## config.mk

```make
export PLATFORM = sky130hd
export DESIGN_NAME = energy_tamper_check
export DESIGN_NICKNAME = d
export VERILOG_FILES = /design/src/design/energy_tamper_pkg.sv /design/src/design/adapt_if.sv /design/src/design/adapt_mul.sv /design/src/design/energy_tamper_check.sv
export VERILOG_INCLUDE_DIRS = /design/src /design/src/design
export SDC_FILE = /design/constraint.sdc
export NUM_CORES = 2
export LEC_CHECK = 0
export ABC_AREA = 1
export ABC_CLOCK_PERIOD_IN_PS = 10200
export BUFFER_PORTS_ARGS = -buffer_cell sky130_fd_sc_hd__buf_2
export CAP_MARGIN = 20
export CELL_PAD_IN_SITES_DETAIL_PLACEMENT = 1
export CELL_PAD_IN_SITES_GLOBAL_PLACEMENT = 1
export CORE_ASPECT_RATIO = 0.7
export CORE_MARGIN = 4
export CORE_UTILIZATION = 44
export DETAILED_ROUTE_END_ITERATION = 8
export MAX_ROUTING_LAYER = met4
export PLACE_DENSITY = 0.79
export SYNTH_ARGS = -nofsm -noshare
export SYNTH_HDL_FRONTEND = slang
export SYNTH_HIERARCHICAL = 1
export SYNTH_SLANG_ARGS = --single-unit
```

## constraint.sdc

```tcl
create_clock -name clk -period 10.2 [get_ports clk]
set_clock_uncertainty 0.05 [all_clocks]
set_input_delay 2.04 -clock clk [delete_from_list [all_inputs] [get_ports clk]]
set_output_delay 2.04 -clock clk [all_outputs]
set_load 0.05 [all_outputs]
```

## src/design/energy_tamper_defines.svh

```systemverilog
// constants of the energy and tamper post-processing block
// How it works
// - out-of-range current and voltage samples clamp to 7fff or 8000
// - adapted current products saturate to 7fff or 8000
// - single-current setup keeps greater-channel and tamper flags at zero
// - mode 00 drops negative energy to zero; mode 01 sums its magnitude; flag set
// - mode 10 and reserved 11 sum signed, set flag, negative power factor
// - active energy result is signed in modes 10 and 11, never negative in 00 and 01
// - both currents under the minimum current skip the check and clear tamper
// - dual-current setup uses for energy the current flagged larger in the previous period
// - in dual-current setup, greater-channel flag is 0 when first >= second, else 1
// - tamper flag is evaluated once per 4096-sample period
// - tamper set when compared current reaches other current times ratio
// - dual-current setup picks the temperature channel by itself
// - parameters are written only through the mailbox words and then applied
`ifndef ENERGY_TAMPER_DEFINES_SVH
`define ENERGY_TAMPER_DEFINES_SVH

// apb byte offsets
`define OFF_MB_CMD 8'h00
`define OFF_MB_VALUE 8'h04
`define OFF_MBIN_CMD 8'h08
`define OFF_MBIN_VALUE 8'h0c
`define OFF_STATUS 8'h10
`define OFF_MASK 8'h14
`define OFF_FLAGS 8'h18
`define OFF_ENERGY 8'h1c
`define OFF_TOTAL 8'h20

// parameter pointers carried in the command word
`define PTR_CTRL 16'h0200
`define PTR_ADAPT1 16'h0210
`define PTR_ADAPT2 16'h0212
`define PTR_RATIO 16'h022e
`define PTR_TAMPER_MIN_CURRENT 16'h0230
`define MBIN_PARAM_SET 16'h0009

// control word fields
`define CTRL_DUAL 0
`define CTRL_NE_LO 3
`define CTRL_NE_HI 4

// status, mask and flag bits
`define ST_PERIOD 0
`define ST_TAMPER 1
`define ST_NEG 2
`define ST_PARAM 3
`define ST_W 4
`define FL_GT 0
`define FL_TAMP 1
`define FL_NEG 2
`define FL_PF_NEG 3
`define FL_TEMP_I2 4

// reset values
`define CTRL_RESET 16'h0000
`define ADAPT_RESET 16'h4000
`define RATIO_RESET 16'h4000
`define TAMPER_MIN_CURRENT_RESET 16'h0000

// arithmetic limits and period
`define SAT_POS 16'h7fff
`define SAT_NEG 16'h8000
`define ADAPT_SHIFT 14
`define RATIO_SHIFT 14
`define PERIOD_LAST 12'hfff

`endif

```

## src/design/energy_tamper_pkg.sv

```systemverilog
// types of the energy and tamper post-processing block
package energy_tamper_pkg;

   typedef enum logic [1:0] {
      NEG_DROP = 2'b00,
      NEG_ABS = 2'b01,
      NEG_SIGNED = 2'b10,
      NEG_RSVD = 2'b11
   } neg_mode_type;

   typedef struct packed {
      logic pready;
      logic pslverr;
      logic [31:0] prdata;
      logic irq;
      logic [15:0] ctrl;
      logic [15:0] adapt1;
      logic [15:0] adapt2;
      logic [15:0] ratio;
      logic [15:0] tamper_min_current;
      logic [15:0] mb_cmd;
      logic [15:0] mb_value;
      logic [15:0] mbin_cmd;
      logic [15:0] mbin_value;
      logic [3:0] status;
      logic [3:0] mask;
      logic signed [15:0] v_a;
      logic signed [15:0] i1_a;
      logic signed [15:0] i2_a;
      logic vld1;
      logic [11:0] cnt;
      logic signed [43:0] psum;
      logic [31:0] result;
      logic [31:0] total;
      logic gt;
      logic tamp;
      logic neg;
      logic pf_neg;
      logic temp_i2;
   } state_type;

endpackage

```

## src/design/adapt_if.sv

```systemverilog
// carrier between the engine and its adaptation multipliers
`timescale 1ns/1ps
interface adapt_if;
   logic signed [15:0] sample;
   logic [15:0] factor;
   logic signed [15:0] product;
   modport src (output sample, output factor, input product);
   modport mul (input sample, input factor, output product);
endinterface // adapt_if

```

## src/design/adapt_mul.sv

```systemverilog
// saturating multiply of a sample by its adaptation factor
`timescale 1ns/1ps
`include "energy_tamper_defines.svh"
module adapt_mul (
   adapt_if.mul a
);
   logic signed [32:0] full;
   logic signed [18:0] scaled;

   assign full = a.sample * $signed({1'b0, a.factor});
   assign scaled = full[32:`ADAPT_SHIFT];

   always_comb begin
      if (scaled > 19'sd32767) begin
         a.product = `SAT_POS;
      end else if (scaled < -19'sd32768) begin
         a.product = `SAT_NEG;
      end else begin
         a.product = scaled[15:0];
      end
   end
endmodule // adapt_mul

```

## src/design/energy_tamper_check.sv

```systemverilog
// energy sign handling, channel choice and tamper check with apb access
//
// The implementer's own choices: register access over APB and the register addresses.
`timescale 1ns/1ps
`include "energy_tamper_defines.svh"
module energy_tamper_check
   import energy_tamper_pkg::*;
(
   // clock and reset
   input wire logic clk,
   input wire logic rst,
   // apb slave
   input wire logic psel,
   input wire logic penable,
   input wire logic pwrite,
   input wire logic [7:0] paddr,
   input wire logic [31:0] pwdata,
   output logic [31:0] prdata,
   output logic pready,
   output logic pslverr,
   // samples from the converter path
   input wire logic sample_valid,
   input wire logic [23:0] v_sample,
   input wire logic [23:0] i1_sample,
   input wire logic [23:0] i2_sample,
   // rms values of the ending period
   input wire logic [31:0] i1_rms,
   input wire logic [31:0] i2_rms,
   // results and interrupt
   output logic irq,
   output logic second_current_greater_flag,
   output logic tamper_flag,
   output logic negative_energy_flag,
   output logic power_factor_negative,
   output logic temp_on_i2
);

   state_type r;
   state_type n;

   adapt_if a1 ();
   adapt_if a2 ();

   logic signed [15:0] v_c;
   logic signed [15:0] i1_c;
   logic signed [15:0] i2_c;
   logic setup;
   logic wr;
   logic hit;
   logic [31:0] rd;
   logic [3:0] set;
   logic [3:0] clr;
   logic period_end;
   logic dual;
   neg_mode_type mode;
   logic signed [15:0] isel;
   logic signed [31:0] prod;
   logic signed [43:0] psum_full;
   logic [31:0] e;
   logic neg_e;
   logic gt_new;
   logic below;
   logic [31:0] lhs;
   logic [31:0] oth;
   logic [47:0] oth_scaled;
   logic tamp_new;

   function automatic logic [15:0] sat16(input logic signed [23:0] x);
      if (x > 24'sd32767) begin
         return `SAT_POS;
      end else if (x < -24'sd32768) begin
         return `SAT_NEG;
      end else begin
         return x[15:0];
      end
   endfunction

   assign v_c = sat16(v_sample);
   assign i1_c = sat16(i1_sample);
   assign i2_c = sat16(i2_sample);

   assign a1.sample = i1_c;
   assign a1.factor = r.adapt1;
   assign a2.sample = i2_c;
   assign a2.factor = r.adapt2;

   adapt_mul mul1 (.a(a1));
   adapt_mul mul2 (.a(a2));

   assign setup = psel && !penable;
   assign wr = psel && penable && r.pready && pwrite;
   assign dual = r.ctrl[`CTRL_DUAL];
   assign mode = neg_mode_type'({r.ctrl[`CTRL_NE_HI], r.ctrl[`CTRL_NE_LO]});
   assign period_end = r.vld1 && (r.cnt == `PERIOD_LAST);

   // channel flagged larger feeds energy, the first one in single setup
   // selection follows the flag of the previous period
   assign isel = r.gt ? r.i2_a : r.i1_a;
   assign prod = r.v_a * isel;
   assign psum_full = r.psum + 44'(prod);
   assign e = psum_full[43:12];
   assign neg_e = psum_full[43];

   assign gt_new = i1_rms < i2_rms;
   assign below = (i1_rms < {r.tamper_min_current, 16'h0000}) && (i2_rms < {r.tamper_min_current, 16'h0000});
   assign lhs = gt_new ? i2_rms : i1_rms;
   assign oth = gt_new ? i1_rms : i2_rms;
   assign oth_scaled = oth * r.ratio;
   assign tamp_new = !below && ({2'b00, lhs, 14'h0000} >= oth_scaled);

   always_comb begin
      n = r;
      set = '0;
      clr = '0;
      hit = 1'b1;
      rd = '0;
      n.pready = 1'b0;
      n.pslverr = 1'b0;

      case (paddr)
         `OFF_MB_CMD: rd = {16'h0000, r.mb_cmd};
         `OFF_MB_VALUE: rd = {16'h0000, r.mb_value};
         `OFF_MBIN_CMD: rd = {16'h0000, r.mbin_cmd};
         `OFF_MBIN_VALUE: rd = {16'h0000, r.mbin_value};
         `OFF_STATUS: rd = {28'h0, r.status};
         `OFF_MASK: rd = {28'h0, r.mask};
         `OFF_FLAGS: rd = {27'h0, r.temp_i2, r.pf_neg, r.neg, r.tamp, r.gt};
         `OFF_ENERGY: rd = r.result;
         `OFF_TOTAL: rd = r.total;
         default: hit = 1'b0;
      endcase

      // answer in the first access cycle, data caught at setup
      if (setup) begin
         n.pready = 1'b1;
         n.prdata = hit ? rd : 32'h0000_0000;
         n.pslverr = !hit;
      end

      if (wr) begin
         case (paddr)
            `OFF_MB_VALUE: n.mb_value = pwdata[15:0];
            `OFF_MASK: n.mask = pwdata[3:0];
            `OFF_STATUS: clr = pwdata[3:0];
            `OFF_MB_CMD: begin
               // pointer in command, data in value
               n.mb_cmd = pwdata[15:0];
               case (pwdata[15:0])
                  `PTR_CTRL: n.ctrl = r.mb_value;
                  `PTR_ADAPT1: n.adapt1 = r.mb_value;
                  `PTR_ADAPT2: n.adapt2 = r.mb_value;
                  `PTR_RATIO: n.ratio = r.mb_value;
                  `PTR_TAMPER_MIN_CURRENT: n.tamper_min_current = r.mb_value;
                  default: n.ctrl = r.ctrl;
               endcase
               n.mbin_cmd = `MBIN_PARAM_SET;
               n.mbin_value = pwdata[15:0];
               set[`ST_PARAM] = 1'b1;
            end
            default: n.mask = r.mask;
         endcase
      end

      // sample stage: clamp and adapt
      n.vld1 = sample_valid;
      if (sample_valid) begin
         n.v_a = v_c;
         n.i1_a = a1.product;
         n.i2_a = a2.product;
      end

      // energy stage
      if (r.vld1) begin
         n.cnt = r.cnt + 12'h001;
         n.psum = psum_full;
      end

      if (period_end) begin
         n.psum = '0;
         set[`ST_PERIOD] = 1'b1;
         if (!dual) begin
            n.gt = 1'b0;
            n.tamp = 1'b0;
            n.temp_i2 = 1'b1;
         end else begin
            n.gt = gt_new;
            n.tamp = tamp_new;
            n.temp_i2 = !gt_new;
         end
         if (n.tamp && !r.tamp) begin
            set[`ST_TAMPER] = 1'b1;
         end
         n.neg = neg_e;
         n.pf_neg = 1'b0;
         if (!neg_e) begin
            n.result = e;
            n.total = r.total + e;
         end else begin
            set[`ST_NEG] = 1'b1;
            case (mode)
               NEG_DROP: n.result = 32'h0000_0000;
               NEG_ABS: begin
                  n.result = -e;
                  n.total = r.total - e;
               end
               NEG_SIGNED, NEG_RSVD: begin
                  n.result = e;
                  n.total = r.total + e;
                  n.pf_neg = 1'b1;
               end
               default: n.result = e;
            endcase
         end
      end

      // a new event beats a clear in the same cycle
      n.status = (r.status & ~clr) | set;
      n.irq = |(n.status & n.mask);
   end

   always_ff @(posedge clk) begin
      if (rst) begin
         r <= '0;
         r.ctrl <= `CTRL_RESET;
         r.adapt1 <= `ADAPT_RESET;
         r.adapt2 <= `ADAPT_RESET;
         r.ratio <= `RATIO_RESET;
         r.tamper_min_current <= `TAMPER_MIN_CURRENT_RESET;
         r.temp_i2 <= 1'b1;
      end else begin
         r <= n;
      end
   end

   assign prdata = r.prdata;
   assign pready = r.pready;
   assign pslverr = r.pslverr;
   assign irq = r.irq;
   assign second_current_greater_flag = r.gt;
   assign tamper_flag = r.tamp;
   assign negative_energy_flag = r.neg;
   assign power_factor_negative = r.pf_neg;
   assign temp_on_i2 = r.temp_i2;
endmodule // energy_tamper_check

```

==> results by stage <==
Status:
- The flow ran to the end, but the final reports show violations.
- The final reports fail on setup timing.

Global routing:
- After global routing the overflow that remains totals 0.
- The number of global-route vias before repair is 69,200.
- The first global-routing pass estimated 410,000 um of wire.
- The aggregate global-route resource usage is 0.338.
- The maximum number of pins on one net before global-route repair is 102.
- The number of antenna violations at the first check in global routing is 5.

CTS:
- The number of sinks driven by the clock tree is 317.
- The tree is rooted in a sky130_fd_sc_hd__clkbuf_16.
- The clock tree synthesis step divided the H-tree into 2 levels.
- After clock tree synthesis, the flow added hold-fix buffers numbering 0.
- Clock-pin slew was measured on the worst setup and hold paths at 0.06 ns.
- The later-pin clock latency in the skew report is 0.67 ns.
- TritonCTS built the clock tree.
- The longest clock path from root to sink contains 3 buffers.
- The number of buffers created by CTS is 43.

Routing:
- The remaining number of nets flagged by the antenna check after routing is 0.
- After detailed routing, the average wire length per cell comes to 22.8 um.
- The number of violations reported at the end of detailed-routing iteration 0 is 5,015.
- The total vias in the final route is 64,200.
- For this block, the routed nets add up to 272,000 um of wire.
- Dividing the detail-routed via count by the number of cells gives 5.38.
- The number of detailed-routing iterations run before antenna repair is 5.
- For this run, design rule violations remaining after detail routing come to 0.

Setup path:
- The startpoint kind of the worst setup timing path is an input port.
- The slowest stage of the critical path belongs to the cell sky130_fd_sc_hd__fa_1.
- The maximum fanout along the worst path is 7.
- Counting stages on the worst path, the most repeated cell is sky130_fd_sc_hd__fa_1.
- The worst register-to-register path has a depth of 40.
- The critical path data required time is 10.70 ns.
- The total number of cells along the worst setup path is 49.
- By startpoint and endpoint, the worst setup path is classified as in2reg.
- The worst setup path is captured at a flip-flop.
- Together, buffers and inverters on the worst path number 14.
- The maximum cell stage delay along the critical path is 0.56 ns.
- Grouping stages by cell kind, the critical path spends the most delay in adder cells.
- The data arrival time of the worst path is 10.87 ns.

Min path:
- The number of instances on the worst hold path is 2.
- The type of the worst min-delay path is reg2reg.

Floorplanning:
- The site row count is 120.
- The total core area is 154,000 um^2.
- The die extent in y is 338 um.
- In this run the horizontal extent of the chip is 479 um.
- During I/O placement, the number of pins put on the boundary was 222.
- The die area is 162,000 um^2.
- The initial utilization of the core area, before any placement, comes to 0.445.

Finish:
- The final-stage net count is 11,800.
- Leaving out fill and tap cells, the most frequent cells in the layout are sky130_fd_sc_hd__nand2_1, sky130_fd_sc_hd__inv_1, sky130_fd_sc_hd__fa_1.
- After the flow finishes, the layout carries non-filler instances totaling 11,900.
- The most common cell after layout, fill and taps aside is sky130_fd_sc_hd__nand2_1.
- The area growth from synthesis to final layout is 15.1%.
- The summed area of non-filler cells in the final layout is 78,700 um^2.
- The share of post-route cells with drive strength above 1 is 0.137.

Yosys:
- The synthesized area per cell is 7.32 um^2.
- For this run, the number of Yosys warnings is 6.
- After synthesis, the cell types taking the most area are sky130_fd_sc_hd__fa_1, sky130_fd_sc_hd__nand2_1, sky130_fd_sc_hd__inv_1.
- The number of nets in the synthesized netlist is 11,300.
- The synthesized instance count is 9,349.
- Among all flip-flop cells after synthesis, the most frequent one is sky130_fd_sc_hd__dfxtp_1.
- The number of enable flip-flop cells after synthesis is 0.
- The proportion of synthesized flip-flops having asynchronous set or reset is 0.
- The largest area contributor in the netlist is sky130_fd_sc_hd__fa_1.
- After synthesis the netlist holds a flip-flop and latch count of 317.
- In this run the cell area of the synthesized design comes to 68,400 um^2.
- The sequential area share after synthesis is 0.0928.
- The share of synthesized area in the top cell type comes to 0.337.
- The number of different library cells used by synthesis comes to 59.

Power and ir drop:
- The maximum VDD drop is 0.198 mV.
- Dividing total power by cell area gives a power density of 146 nW/um^2.
- The total power after layout is 11.5 mW.
- The analysis attributes to cell leakage a power of 41.6 nW.

Timing:
- The highest achievable clock rate is 96.5 MHz.
- Setup violations remaining at the end of the flow were counted as 3.
- Headroom to the max-slew limit came out at 0.189.
- The transition time of the tightest slew-check pin is 1.22 ns.
- For the finished layout, the period the worst path requires is 10.37 ns.
- The final worst-path cycle share is 1.02.
- The worst setup slack after layout is -0.166 ns.
- The final-report hold violation count is 0.
- Setup repair after global routing could not meet its margin everywhere.
- The number of pins exceeding their max-slew limit in the final report is 0.

Placed design:
- Summed over all nets, the half-perimeter wirelength after detailed placement is 222,000 um.
- The count of input and output buffers is 205.
- The final weighted congestion in routability-driven placement is 0.962.
- Once placement finished, the instance area stood at 74,500 um^2.
- The number of placed instances, taps included, is 11,800.

Flow run:
- Max-cap violations in this run came to 0.
[Yosys cell counts, drive strengths merged, types with 15 or more instances]
| cell type | count |
|---|---|
| a211oi | 22 |
| a21o | 19 |
| a21oi | 464 |
| a31oi | 18 |
| buf | 70 |
| clkbuf | 296 |
| clkinv | 24 |
| dfxtp | 317 |
| fa | 1152 |
| ha | 638 |
| inv | 2197 |
| nand2 | 2287 |
| nand3 | 171 |
| nand4 | 47 |
| nor2 | 788 |
| nor3 | 50 |
| nor4 | 25 |
| o2111ai | 15 |
| o211ai | 50 |
| o21a | 21 |
| o21ai | 375 |
| o21bai | 44 |
| or2 | 46 |
| xnor2 | 55 |
| xor2 | 90 |
[cells by family after synthesis]
group | synth area share
simple gates | 0.201
compound gates | 0.0881
fa+ha+maj | 0.454
xor+xnor | 0.0198
flops | 0.0928
buf+inv | 0.145
[worst paths after layout]
path                                             startpoint  endpoint  slack (ns)
worst min-delay path                                  r[65]     r[65]        0.41
worst max-delay path                             i2_rms[29]       irq       -0.17
worst min register to register                        r[65]     r[65]        0.41
worst max register to register  second_current_greater_flag     r[30]        0.46
[metrics by stage]
stage	setup TNS [ns]	hold WS (ns)	setup WS (ns)	util
floorplan	0	0.376	0.000406	-
global route	-1.04	0.423	-0.409	0.512
detailed placement	-3.70	0.394	-1.31	0.485
global placement	-3.32	0.389	-1.18	0.485
finish	-0.315	0.410	-0.166	0.512
CTS	-0.238	0.406	-0.131	0.503
[state kept, by name, summed over array words and instances, names as in the netlist]
signal and flops:
r 242, negative_energy_flag 1, prdata 32, mode 2, irq 1, second_current_greater_flag 1
temp_on_i2 1, a2.factor 16, dual 1, a1.factor 16, pslverr 1, tamper_flag 1
power_factor_negative 1, pready 1
[report_power, final]
part,switching [mW],leakage (nW),internal [mW]
Sequential,0.0352,2.57,1.28
Clock,0.726,0.789,1.07
Combinational,5.84,38.3,2.50
Total,6.60,41.6,4.86
[layout make-up]
cell class                 count  area, um^2
antenna                        5        12.5
clock buffer                  53        1150
clock inverter                27         474
fill                       19500       75000
inverter                    2221        8370
multi-input combinational   6445       53700
sequential                   317        6350
tap                         2074        2590
timing repair buffer         803        6070
[repair_timing]
item | CTS | global route
cloned | 5 | 0
buffers inserted | 45 | 40
pin swaps | 73 | 197
resized for setup | 190 | 286
endpoints found under the setup margin | 3 | 3
[worst min-delay path, cell delays in order (launching register included)]
cell	delay, ns
sky130_fd_sc_hd__dfxtp_1	0.31
sky130_fd_sc_hd__nand2_1	0.06
sky130_fd_sc_hd__o21ai_1	0.05
[metal layers]
metal	global-route usage	vias up	wire, um
met1	0.452	32700	118000
met5	-	-	0
met3	0.0440	490	18700
li1	-	28900	-
met4	0.110	0	11300
met2	0.536	2187	124000
Power figures use the tool's default switching activity.
